==> src/dpr_regs.vh <==
// Notes on behaviour
// [RULE1] no pending interrupt reads as zero word
// [RULE2] indication read clears it, loads parameter
// [RULE3] parameter sits right after the indication
// [RULE4] bit 15 selects queue or system source
// [RULE5] system field flags fault status transitions
// [RULE6] only unmasked fault transitions are reported
// [RULE7] source zero carries a queued event code
// [RULE8] reserved bits written zero, read unspecified
// [RULE9] reset cause four bits at 0x16
// [RULE10] host writes entry before software flags
// [RULE11] both pcm clock selects default autodetect
// [RULE12] boot checksum high at 0x04, low 0x05
// [RULE13] system parameter copies status at read
// [RULE14] parameter read leaves interrupt state alone
// [RULE15] queued events leave in arrival order
`ifndef DPR_REGS_VH
`define DPR_REGS_VH
// ****************************
// direct page word offsets
// ****************************
`define DPR_OFS_IRQ_IND 8'h00
`define DPR_OFS_IRQ_PARAM 8'h01
`define DPR_OFS_PAGE_OFS 8'h02
`define DPR_OFS_MBOX 8'h03
`define DPR_OFS_CHK_HI 8'h04
`define DPR_OFS_CHK_LO 8'h05
`define DPR_OFS_BASE_HI 8'h06
`define DPR_OFS_BASE_LO 8'h07
`define DPR_OFS_PCLKB 8'h08
`define DPR_OFS_PCLKA 8'h09
`define DPR_OFS_CLK_STAT 8'h0A
`define DPR_OFS_MCLK_CFG 8'h0B
`define DPR_OFS_SYS_STAT 8'h0C
`define DPR_OFS_SYS_MASK 8'h0D
`define DPR_OFS_BSENSE_HI 8'h14
`define DPR_OFS_BSENSE_LO 8'h15
`define DPR_OFS_RST_CAUSE 8'h16
`define DPR_OFS_ENTRY_HI 8'h18
`define DPR_OFS_ENTRY_LO 8'h19
// ****************************
// field positions
// ****************************
`define DPR_BIT_IRQ_SRC 15
`define DPR_BIT_CMD_FLAG 0
`define DPR_BIT_RSP_FLAG 1
`define DPR_BIT_BASE_BUSY 0
// ****************************
// reset values
// ****************************
`define DPR_RST_WORD 16'h0000
`define DPR_RST_PCLK_SEL 16'h0080
`define DPR_RST_BASE_LO 16'hFF00
`endif

==> src/dpr_bank.v <==
`timescale 1ns/1ps
`default_nettype none
`include "dpr_regs.vh"
module dpr_bank #(
  parameter QUEUE_AW = 4
) (
  // clock and reset
  input wire clk_sys,
  input wire reset_n,
  // host word port
  input wire [7:0] host_addr,
  input wire host_rd_stb,
  input wire host_wr_stb,
  input wire [15:0] host_wdata,
  output reg [15:0] host_rdata,
  output reg host_rvalid,
  // firmware event push
  input wire evt_push,
  input wire [14:0] evt_code,
  input wire [15:0] evt_param,
  output wire evt_ready,
  // live status from the chip
  input wire [15:0] sys_fault_in,
  input wire [15:0] clk_status_in,
  input wire [31:0] boot_sense_in,
  input wire [3:0] reset_cause_in,
  input wire chip_ready_in,
  input wire [1:0] fw_mbox_clr,
  // configuration outputs
  output reg [15:0] page_offset_out,
  output reg [1:0] mbox_flag_out,
  output reg [31:0] checksum_out,
  output reg [31:0] base_addr_out,
  output reg [15:0] pcm_clock_b_select_out,
  output reg [15:0] pcm_clock_a_select_out,
  output reg [15:0] mclk_cfg_out,
  output reg [15:0] sys_mask_out,
  output reg [31:0] entry_addr_out,
  output reg irq_pending
);
  // ****************************
  // address decode helper
  // ****************************
  // shared by read and write paths
  function hit;
    input [7:0] a;
    input [7:0] ofs;
    begin
      hit = (a == ofs);
    end
  endfunction

  // ****************************
  // state
  // ****************************
  reg [15:0] irq_param_q; // parameter of last read
  reg [15:0] irq_param_d;
  reg [14:0] sys_pend_q; // unmasked transitions
  reg [14:0] sys_pend_d;
  reg [14:0] fault_prev_q; // last sampled status
  reg [15:0] ind_word; // indication as it reads now
  reg [15:0] rdata_d; // read mux result
  reg q_pop; // drain one queued event

  // queue outputs
  wire q_valid;
  wire [30:0] q_dout;

  // decoded strobes
  wire rd_ind = host_rd_stb & hit(host_addr, `DPR_OFS_IRQ_IND);
  wire wr_any = host_wr_stb;

  // fault bits that moved this cycle
  wire [14:0] fault_edge;
  // only those not masked may raise [RULE6]
  wire [14:0] fault_new;

  // ****************************
  // fault transition detect
  // ****************************
  // one detector per status bit 0 to 14 (bit 15 has none); the history
  // resets low, so a bit already high out of
  // reset is reported once as a transition
  genvar gi;
  generate
    for (gi = 0; gi < 15; gi = gi + 1)
    begin : g_fault
      // moved since the last edge [RULE5]
      assign fault_edge[gi] = sys_fault_in[gi] ^ fault_prev_q[gi];
      // masked moves are dropped, not remembered [RULE6]
      assign fault_new[gi] = fault_edge[gi] & ~sys_mask_out[gi];
    end
  endgenerate

  // ****************************
  // event queue
  // ****************************
  // code in the top 15 bits, parameter below
  dpr_evq #(
    .WIDTH(31),
    .AW(QUEUE_AW)
  ) u_evq (
    .clk_sys(clk_sys),
    .reset_n(reset_n),
    .push(evt_push),
    .din({evt_code, evt_param}),
    .ready(evt_ready),
    .pop(q_pop),
    .valid(q_valid),
    .dout(q_dout)
  );

  // ****************************
  // indication word
  // ****************************
  // system faults win over the queue so a
  // fault is never starved by chatty events
  always @*
  begin
    ind_word = `DPR_RST_WORD;
    if (|sys_pend_q)
    begin
      // source bit set, field is a bit map [RULE4] [RULE5]
      ind_word[`DPR_BIT_IRQ_SRC] = 1'b1;
      ind_word[14:0] = sys_pend_q;
    end
    else if (q_valid)
    begin
      // source bit clear, field is the code [RULE4] [RULE7]
      ind_word[`DPR_BIT_IRQ_SRC] = 1'b0;
      ind_word[14:0] = q_dout[30:16];
    end
    // otherwise the word stays all zero [RULE1];
    // a queued code of zero would look the same,
    // so firmware must never push code zero
  end

  // ****************************
  // clear on read and parameter load
  // ****************************
  always @*
  begin
    irq_param_d = irq_param_q;
    q_pop = 1'b0;
    // new transitions always merge in, so a
    // fault arriving on the clearing read wins
    sys_pend_d = sys_pend_q | fault_new;
    if (rd_ind)
    begin
      if (|sys_pend_q)
      begin
        // drop what was reported, keep new ones [RULE2]
        sys_pend_d = (sys_pend_q & ~ind_word[14:0]) | fault_new;
        // status copy as it stood at the read [RULE13]
        irq_param_d = sys_fault_in;
      end
      else if (q_valid)
      begin
        // retire the head event [RULE2] [RULE15]
        q_pop = 1'b1;
        irq_param_d = q_dout[15:0];
      end
      else
      begin
        // nothing pending, parameter reads zero
        irq_param_d = `DPR_RST_WORD;
      end
    end
  end

  // ****************************
  // interrupt state registers
  // ****************************
  // all interrupt state runs on the one clock
  always @(posedge clk_sys)
  begin
    if (!reset_n)
    begin
      // nothing pending, no stale parameter
      irq_param_q <= `DPR_RST_WORD;
      sys_pend_q <= 15'h0000;
      fault_prev_q <= 15'h0000;
      irq_pending <= 1'b0;
    end
    else
    begin
      irq_param_q <= irq_param_d;
      sys_pend_q <= sys_pend_d;
      // history for the edge detectors
      fault_prev_q <= sys_fault_in[14:0];
      // one cycle behind the pending state
      irq_pending <= (|sys_pend_q) | q_valid;
    end
  end

  // ****************************
  // read mux
  // ****************************
  // reserved mailbox and reset cause bits read zero; the
  // host is expected to write them as zero [RULE8]
  always @*
  begin
    rdata_d = `DPR_RST_WORD;
    case (host_addr)
      `DPR_OFS_IRQ_IND:
        rdata_d = ind_word;
      `DPR_OFS_IRQ_PARAM:
        // pure read, no side effect [RULE3] [RULE14]
        rdata_d = irq_param_q;
      `DPR_OFS_PAGE_OFS:
        rdata_d = page_offset_out;
      `DPR_OFS_MBOX:
        rdata_d = {14'h0000, mbox_flag_out};
      `DPR_OFS_CHK_HI:
        rdata_d = checksum_out[31:16]; // [RULE12]
      `DPR_OFS_CHK_LO:
        rdata_d = checksum_out[15:0]; // [RULE12]
      `DPR_OFS_BASE_HI:
        rdata_d = base_addr_out[31:16];
      `DPR_OFS_BASE_LO:
        // busy bit high until internal reset ends
        rdata_d = {base_addr_out[15:1], ~chip_ready_in};
      `DPR_OFS_PCLKB:
        rdata_d = pcm_clock_b_select_out;
      `DPR_OFS_PCLKA:
        rdata_d = pcm_clock_a_select_out;
      `DPR_OFS_CLK_STAT:
        rdata_d = clk_status_in;
      `DPR_OFS_MCLK_CFG:
        rdata_d = mclk_cfg_out;
      `DPR_OFS_SYS_STAT:
        rdata_d = sys_fault_in;
      `DPR_OFS_SYS_MASK:
        rdata_d = sys_mask_out;
      `DPR_OFS_BSENSE_HI:
        rdata_d = boot_sense_in[31:16];
      `DPR_OFS_BSENSE_LO:
        rdata_d = boot_sense_in[15:0];
      `DPR_OFS_RST_CAUSE:
        // cause code in the low nibble [RULE9]
        rdata_d = {12'h000, reset_cause_in};
      `DPR_OFS_ENTRY_HI:
        rdata_d = entry_addr_out[31:16];
      `DPR_OFS_ENTRY_LO:
        rdata_d = entry_addr_out[15:0];
      default:
        // unmapped offsets read zero
        rdata_d = `DPR_RST_WORD;
    endcase
  end

  // ****************************
  // registered read answer
  // ****************************
  // answer one cycle after the strobe; data
  // holds until the next read so a host that
  // samples late still sees the same word
  always @(posedge clk_sys)
  begin
    if (!reset_n)
    begin
      host_rdata <= `DPR_RST_WORD;
      host_rvalid <= 1'b0;
    end
    else
    begin
      // one pulse per read strobe
      host_rvalid <= host_rd_stb;
      if (host_rd_stb)
        host_rdata <= rdata_d;
    end
  end

  // ****************************
  // mailbox flags
  // ****************************
  // host can only hand a box over (write 1);
  // firmware hands it back by its clear strobe.
  // a host set in the same cycle wins.
  always @(posedge clk_sys)
  begin
    if (!reset_n)
      // host owns both boxes out of reset
      mbox_flag_out <= 2'b00;
    else if (wr_any & hit(host_addr, `DPR_OFS_MBOX))
      mbox_flag_out <= (mbox_flag_out & ~fw_mbox_clr) |
        host_wdata[`DPR_BIT_RSP_FLAG:`DPR_BIT_CMD_FLAG];
    else
      mbox_flag_out <= mbox_flag_out & ~fw_mbox_clr;
  end

  // ****************************
  // plain writable words
  // ****************************
  // entry words are plain storage; ordering
  // against the software flags is the host's job
  always @(posedge clk_sys)
  begin
    if (!reset_n)
    begin
      page_offset_out <= `DPR_RST_WORD;
      checksum_out <= {`DPR_RST_WORD, `DPR_RST_WORD};
      // low bit is shadowed by the busy flag on reads
      base_addr_out <= {`DPR_RST_WORD, `DPR_RST_BASE_LO};
      // autodetect set on both selects [RULE11]
      pcm_clock_b_select_out <= `DPR_RST_PCLK_SEL;
      pcm_clock_a_select_out <= `DPR_RST_PCLK_SEL;
      mclk_cfg_out <= `DPR_RST_WORD;
      sys_mask_out <= `DPR_RST_WORD;
      entry_addr_out <= {`DPR_RST_WORD, `DPR_RST_WORD};
    end
    else if (wr_any)
    begin
      case (host_addr)
        `DPR_OFS_PAGE_OFS:
          page_offset_out <= host_wdata;
        `DPR_OFS_CHK_HI:
          checksum_out[31:16] <= host_wdata; // [RULE12]
        `DPR_OFS_CHK_LO:
          checksum_out[15:0] <= host_wdata; // [RULE12]
        `DPR_OFS_BASE_HI:
          base_addr_out[31:16] <= host_wdata;
        `DPR_OFS_BASE_LO:
          // busy bit is read only, not stored
          base_addr_out[15:1] <= host_wdata[15:1];
        `DPR_OFS_PCLKB:
          pcm_clock_b_select_out <= host_wdata;
        `DPR_OFS_PCLKA:
          pcm_clock_a_select_out <= host_wdata;
        `DPR_OFS_MCLK_CFG:
          mclk_cfg_out <= host_wdata;
        `DPR_OFS_SYS_MASK:
          // one masks a fault bit [RULE6]
          sys_mask_out <= host_wdata;
        `DPR_OFS_ENTRY_HI:
          entry_addr_out[31:16] <= host_wdata;
        `DPR_OFS_ENTRY_LO:
          entry_addr_out[15:0] <= host_wdata;
        default:
          // read only or unmapped: ignored
          page_offset_out <= page_offset_out;
      endcase
    end
  end
endmodule
`default_nettype wire

==> src/dpr_evq.v <==
`timescale 1ns/1ps
`default_nettype none
// ****************************
// event queue, first in first out
// ****************************
module dpr_evq #(
  parameter WIDTH = 31,
  parameter AW = 4
) (
  // clock and reset
  input wire clk_sys,
  input wire reset_n,
  // filling side
  input wire push,
  input wire [WIDTH-1:0] din,
  output wire ready,
  // draining side
  input wire pop,
  output wire valid,
  output wire [WIDTH-1:0] dout
);
  localparam [AW:0] DEPTH = {1'b1, {AW{1'b0}}}; // full level, sized to the counter
  reg [WIDTH-1:0] mem [0:DEPTH-1]; // entry store
  reg [AW-1:0] wr_q; // write pointer
  reg [AW-1:0] rd_q; // read pointer
  reg [AW:0] cnt_q; // fill level
  reg [AW:0] cnt_d;
  reg ready_q; // room left
  reg valid_q; // entry present
  wire do_push = push & ready_q;
  wire do_pop = pop & valid_q;
  assign ready = ready_q;
  assign valid = valid_q;
  assign dout = mem[rd_q];
  // next fill level
  always @*
  begin
    cnt_d = cnt_q;
    if (do_push & ~do_pop)
      cnt_d = cnt_q + 1'b1;
    else if (do_pop & ~do_push)
      cnt_d = cnt_q - 1'b1;
  end
  // pointers and flags, strict arrival order [RULE15]
  always @(posedge clk_sys)
  begin
    if (!reset_n)
    begin
      wr_q <= {AW{1'b0}};
      rd_q <= {AW{1'b0}};
      cnt_q <= {(AW+1){1'b0}};
      ready_q <= 1'b0;
      valid_q <= 1'b0;
    end
    else
    begin
      if (do_push)
        wr_q <= wr_q + 1'b1;
      if (do_pop)
        rd_q <= rd_q + 1'b1;
      cnt_q <= cnt_d;
      ready_q <= (cnt_d != DEPTH);
      valid_q <= (cnt_d != {(AW+1){1'b0}});
    end
  end
  // storage has no reset; pointers guard it
  always @(posedge clk_sys)
  begin
    if (do_push)
      mem[wr_q] <= din;
  end
endmodule
`default_nettype wire

==> config.mk <==
export PLATFORM = sky130hd
export DESIGN_NAME = dpr_bank
export DESIGN_NICKNAME = d
export VERILOG_FILES = /design/src/dpr_bank.v /design/src/dpr_evq.v
export VERILOG_INCLUDE_DIRS = /design/src
export SDC_FILE = /design/constraint.sdc
export NUM_CORES = 1
export LEC_CHECK = 0
export ABC_CLOCK_PERIOD_IN_PS = 5200
export BUFFER_PORTS_ARGS = -buffer_cell sky130_fd_sc_hd__buf_2
export CORE_ASPECT_RATIO = 1.2
export CORE_MARGIN = 2
export CORE_UTILIZATION = 51
export DETAILED_ROUTE_END_ITERATION = 10
export GPL_TIMING_DRIVEN = 0
export PLACE_DENSITY = 0.71
export SETUP_SLACK_MARGIN = 0.4
export SYNTH_ARGS = -nofsm -noshare
export SYNTH_HDL_FRONTEND = slang
export SYNTH_SLANG_ARGS = --single-unit
==> constraint.sdc <==
create_clock -name clk_sys -period 5.2 [get_ports clk_sys]
set_clock_uncertainty 0.2 [all_clocks]
set_input_delay 1.04 -clock clk_sys [delete_from_list [all_inputs] [get_ports clk_sys]]
set_output_delay 1.04 -clock clk_sys [all_outputs]
set_load 0.02 [all_outputs]
Word-level counts from Yosys, hierarchy flattened
Memories as Yosys holds them, arrays and structs flattened. A register that Yosys moved wholly into a read port is not among the register bits.
Cells that the tools add are included.
{ "classes": {"addsub": 4, "n_eq_ne": 19, "muxes": 17, "n_bitwise": 62, "n_reduce_logical": 14} }
{ "ops": {"columns": ["operator", "n"], "rows": [
  ["$pmux 16 s19", 1],
  ["$eq 8x4->1 const B", 6],
  ["$mux 16", 3],
  ["$mux 15", 3],
  ["$eq 8x5->1 const B", 5],
  ["$eq 8x3->1 const B", 4],
  ["$or 15x15->15", 2],
  ["$reduce_and 2->1", 11],
  ["$and 1x1->1", 21],
  ["$not 1->1", 18],
  ["$eq 8x2->1 const B", 2],
  ["$and 15x15->15", 1],
  ["$not 15->15", 1],
  ["$reduce_or 15->1", 1],
  ["$xor 1x1->1", 15],
  ["$mux 5", 2],
  ["$add 4x1->4 const B", 2],
  ["$eq 8x1->1 const B", 1],
  ["$logic_not 8->1", 1],
  ["$mux 4", 2],
  ["$add 5x1->5 const B", 1],
  ["$mux 1", 5],
  ["$ne 5x5->1 const B", 1],
  ["$reduce_bool 5->1", 1],
  ["other kinds (6)", 6]
]} }
{ "totals": {"regBits": 256, "mem_bits_rw": 496, "inputBits": 131, "out_inout_bits": 197, "elab_cells": 140, "mem_count": 1} }
{ "memory_table": {"columns": ["memory", "words", "word_bits", "rd", "rd_ports_with_merged_regs", "wr", "line_no", "source"], "rows": [
  ["u_evq.mem", 16, 31, 1, 1, 1, "dpr_evq.v:23", "reg [WIDTH-1:0] mem [0:DEPTH-1];"]
]} }

Depth between registers and ports, before layout
{ "depth": {"word_depth": 8, "mapped_depth": 10, "mapped_depth_nobuf": 7} }

Modules after synthesis
Synthesis repeated with hierarchy kept, for this count alone.
{ "hier_totals": {"hier_cells": 2299, "hier_area_um2": 31649.1} }
{ "modules_own_cells": {"columns": ["module", "instances", "cells_each", "area_per_inst_um2", "seq_area_each_um2"], "rows": [
  ["dpr_evq", 1, 800, 19556.3, 15274.6],
  ["dpr_bank", 1, 1499, 12092.8, 4824.6]
]} }

Worst setup path after synthesis
No wires, ideal clock.
{ "synth_timing": {"path_type": "input to register", "from": "input evt_push", "to": "memory u_evq.mem[3][0], enable pin", "setup_time_ns": 0.458, "t_arrival_ns": 3.806, "required_ns": 4.542, "slack_ns": 0.736, "cell_stages": 4, "n_path_buf": 1, "path_cell_list": "and2_1 clkbuf_1 nand2_1 nor3_1"} }
{ "synth_via": {"elab_chain_cells": 3} }
{ "synth_lines": {"columns": ["item", "line_no", "source"], "rows": [
  ["start, declared", "dpr_bank.v:18", "input wire evt_push,"],
  ["$and 1x1->1", "dpr_evq.v:30", "wire do_push = push & ready_q;"],
  ["$mux 1", "dpr_evq.v:69", "if (do_push)"],
  ["$mux 1 (implied by the code)", "dpr_evq.v:70", "mem[wr_q] <= din;"],
  ["end, declared", "dpr_evq.v:23", null]
]} }
Every way passes these cells.

Final worst setup path
{ "layout_timing": {"from": "input host_addr[4]", "to": "register checksum_out[29]"} }
{ "layout_via": {"elab_chain_cells": 2} }
{ "layout_lines": {"columns": ["item", "line_no", "source"], "rows": [
  ["start, declared", "dpr_bank.v:11", "input wire [7:0] host_addr,"],
  ["$eq 8x3->1", "dpr_bank.v:314", "case (host_addr)"],
  ["$reduce_and 2->1 (no line)", null, null],
  ["end signal, assigned", "dpr_bank.v:302", "checksum_out <= {`DPR_RST_WORD, `DPR_RST_WORD};"],
  ["end signal, assigned", "dpr_bank.v:318", "checksum_out[31:16] <= host_wdata;"],
  ["end, declared", "dpr_bank.v:32", "output reg [31:0] checksum_out,"]
]} }
Every way passes these cells.
A chain may end at the register's enable or synchronous reset.

==> flow_metrics.tcl <==
set metrics [dict create \
    status "finished, final reports clean" \
    wl_um 116000 \
    hold_viol_final 0 \
    die_area_mm2 0.0612 \
    syn2layout_area_growth_pct 18.7 \
    drtIter0Drc 2621 \
    required_ns 5.45 \
    grt_max_degree 22 \
    post_cts_resized 0 \
    synth_area_mm2 0.0302 \
    endpoint_kind "flip-flop" \
    finalMaxSlewViolations 0 \
    placed_area_mm2 0.0334 \
    holdWs_ns 0.279 \
    antenna_found_initial 9 \
    die_x_um 226 \
    power_density_mw_per_mm2 348 \
    dp_hpwl_um 85200 \
    ys_ff_latch 756 \
    crit_type "input pin to flip-flop" \
    cts_tree "yes" \
    rows 97 \
    yosys_warnings 0 \
    cp.arrival_ns 4.38 \
    max_stage_delay_ns 0.72 \
    postCtsHoldBufs 0 \
    r2r_cells 7 \
    cts.path.max_buffers 3 \
    r2r_setup_slack_ns 1.25 \
    clock_sinks 756 \
    layout-drive-gt1-share 0.252 \
    hp-start "pcm_clock_a_select_out[4]" \
    worstSkewPairLatency_ns 0.62 \
    io_buffer_count 325 \
    final.min_clock_period_ns 4.13 \
    grt_overflow 0 \
    cp_slowest_cell "clkbuf_1" \
    slew_headroom 0.178 \
    routed-via-count 22205 \
    ir_drop_v 0.000484 \
    synth_edf_count 496 \
    pin_count 328 \
    synth.distinct_cells 63 \
    firstDrtPassIters 6 \
    fin_crit_sh 0.794 \
    post_cts_buffers 0 \
    cpMostUsedCell "clkbuf_1" \
    rsz0062_at_grt "no" \
    worst_slew_pin_slew_ns 1.23 \
    synthTopCellsByArea "edfxtp_1 49%, dfxtp_1 17%, mux4_2 11%" \
    post-route-util 0.613 \
    crit_chain "buf_2 > nor4_4 > clkbuf_1 > and3_1 > clkbuf_1 > nand2_1 > clkbuf_1 > nand2_1 > a21oi_1" \
    grt_pass1_wl_um 160000 \
    cellLeakagePower_nw 12.4 \
    ant_nets 0 \
    synth.avg_cell_area_um2 13.8 \
    gp_congestion 1.04 \
    yosysSeqAreaShare 0.666 \
    grt_pass1_vias 21718 \
    fmax_mhz 242 \
    multiInputGateArea_mm2 0.00950 \
    remaining_drc_errors 0 \
    fin_nets 2753 \
    n_fill_cell 4501 \
    wl_per_cell_um 33.5 \
    clk_pin_slew_ns 0.06 \
    yosys.area.top_type "edfxtp_1" \
    register_area_mm2 0.0201 \
    whs_path_depth 2 \
    core_mm2 0.0585 \
    synth_cells 2184 \
    synth_flop_cell "edfxtp_1" \
    synth_most_common_cell "edfxtp_1" \
    synth_fp_nets 2322 \
    initial_core_util 0.516 \
    critPathMaxFanout 10 \
    start_kind "input pin" \
    cts_buffers 75 \
    synth_top_cell_area_share 0.493 \
    clk_root_buffer_cell "clkbuf_16" \
    die_y_um 271 \
    design_area_mm2 0.0358 \
    vias_per_cell 6.41 \
    setup_viol 0 \
    cts.htree.levels 3 \
    hold_class "flip-flop to flip-flop" \
    critPathLaunch "host_addr[4]" \
    grt_util_all_layers 0.377 \
    drv_cap 0 \
    async_flop_share 0 \
    ys_top_cells_by_count "496 x edfxtp_1, 328 x nand2_1, 260 x dfxtp_1, 194 x a21oi_1, 146 x mux4_2" \
]
[layout make-up]
cell class,instances,area share
repair buffers,354,0.0589
clock buffers,89,0.0550
well taps,792,0.0276
diodes,4,0.000279
inverters,7,0.000733
plain buffers,168,0.0192
flip-flops and latches,756,0.561
clock inverters,41,0.0125
multi-input cells,1253,0.265
[through the flow]
stage	worst slack (ns)	std cells	total power, W	TNS, ns
2_1_floorplan	0.736	2184	0.00683	0
3_3_place_gp	-2.26	3301	0.00711	-393.33
3_5_place_dp	0.645	3330	0.00714	0
4_1_cts	1.25	3460	0.0125	0
5_1_grt	1.11	3461	0.0127	0
6_report	1.07	3464	0.0125	0
[sequential cells by signal, summed over array words and instances, names as in the netlist, 2 cells and up, named ones only]
| name | flops |
|---|---|
| u_evq.mem | 496 |
| checksum_out | 32 |
| entry_addr_out | 32 |
| base_addr_out | 31 |
| host_rdata | 16 |
| irq_param_q | 16 |
| mclk_cfg_out | 16 |
| page_offset_out | 16 |
| pcm_clock_a_select_out | 16 |
| pcm_clock_b_select_out | 16 |
| sys_mask_out | 16 |
| fault_prev_q | 15 |
| sys_pend_q | 15 |
| u_evq.cnt_q | 5 |
| u_evq.rd_q | 4 |
| u_evq.wr_q | 4 |
| mbox_flag_out | 2 |
[worst max-delay path, delay by kind of cell]
| kind | cells | cell delay, ns |
|---|---|---|
| AO/OA/AOI/OAI | 1 | 0.07 |
| buffers and inverters | 4 | 1.72 |
| AND/OR/NAND/NOR | 4 | 1.52 |
[cells in the final DEF, fill, tap and decap left out, types with 18 or more instances in the layout]
| master | netlist | routed |
|---|---|---|
| clkbuf_1 | 119 | 130 |
| a22oi_1 | 125 | 125 |
| xnor2_1 | 18 | 18 |
| mux4_2 | 146 | 146 |
| buf_2 | 33 | 358 |
| and2_1 | 27 | 27 |
| mux2i_1 | 29 | 29 |
| nand2_1 | 328 | 328 |
| a21oi_1 | 194 | 194 |
| clkbuf_16 | 0 | 76 |
| nor2_1 | 85 | 73 |
| nand3_1 | 119 | 119 |
| dfxtp_1 | 260 | 260 |
| edfxtp_1 | 496 | 496 |
[kinds of logic after synthesis]
| logic type | count (synthesis) | synth area share |
|---|---|---|
| AOI/OAI and AO/OA | 381 | 0.0803 |
| xor gates and xnor gates | 22 | 0.00638 |
| adders and majority gates | 10 | 0.00390 |
| other | 1 | 0.000124 |
| and+or+nand+nor | 661 | 0.100 |
| DFF | 756 | 0.666 |
| muxes | 178 | 0.120 |
| buffers and inverters | 175 | 0.0236 |
[metal layers]
layer | share of wire | vias up | global-route usage
met5 | 0.00064 | - | 0
met2 | 0.48 | 1620 | 0.618
li1 | - | 9208 | -
met1 | 0.34 | 10917 | 0.436
met4 | 0.082 | 12 | 0.272
met3 | 0.097 | 448 | 0.0851
[report_power, final]
part           total, W  switching [W]  internal, W  leakage [nW]
Clock           0.00543        0.00232      0.00311          1.18
Sequential      0.00650      0.0000385      0.00646          6.58
Combinational  0.000533       0.000380     0.000153          4.59
Total            0.0125        0.00274      0.00973          12.4
[worst paths after layout]
check	endpoint
min reg2reg	pcm_clock_a_select_out[4]
max reg2reg	host_rdata[10]
min	pcm_clock_a_select_out[4]
max	checksum_out[29]
Note: power is estimated with default switching activity, not from simulation.
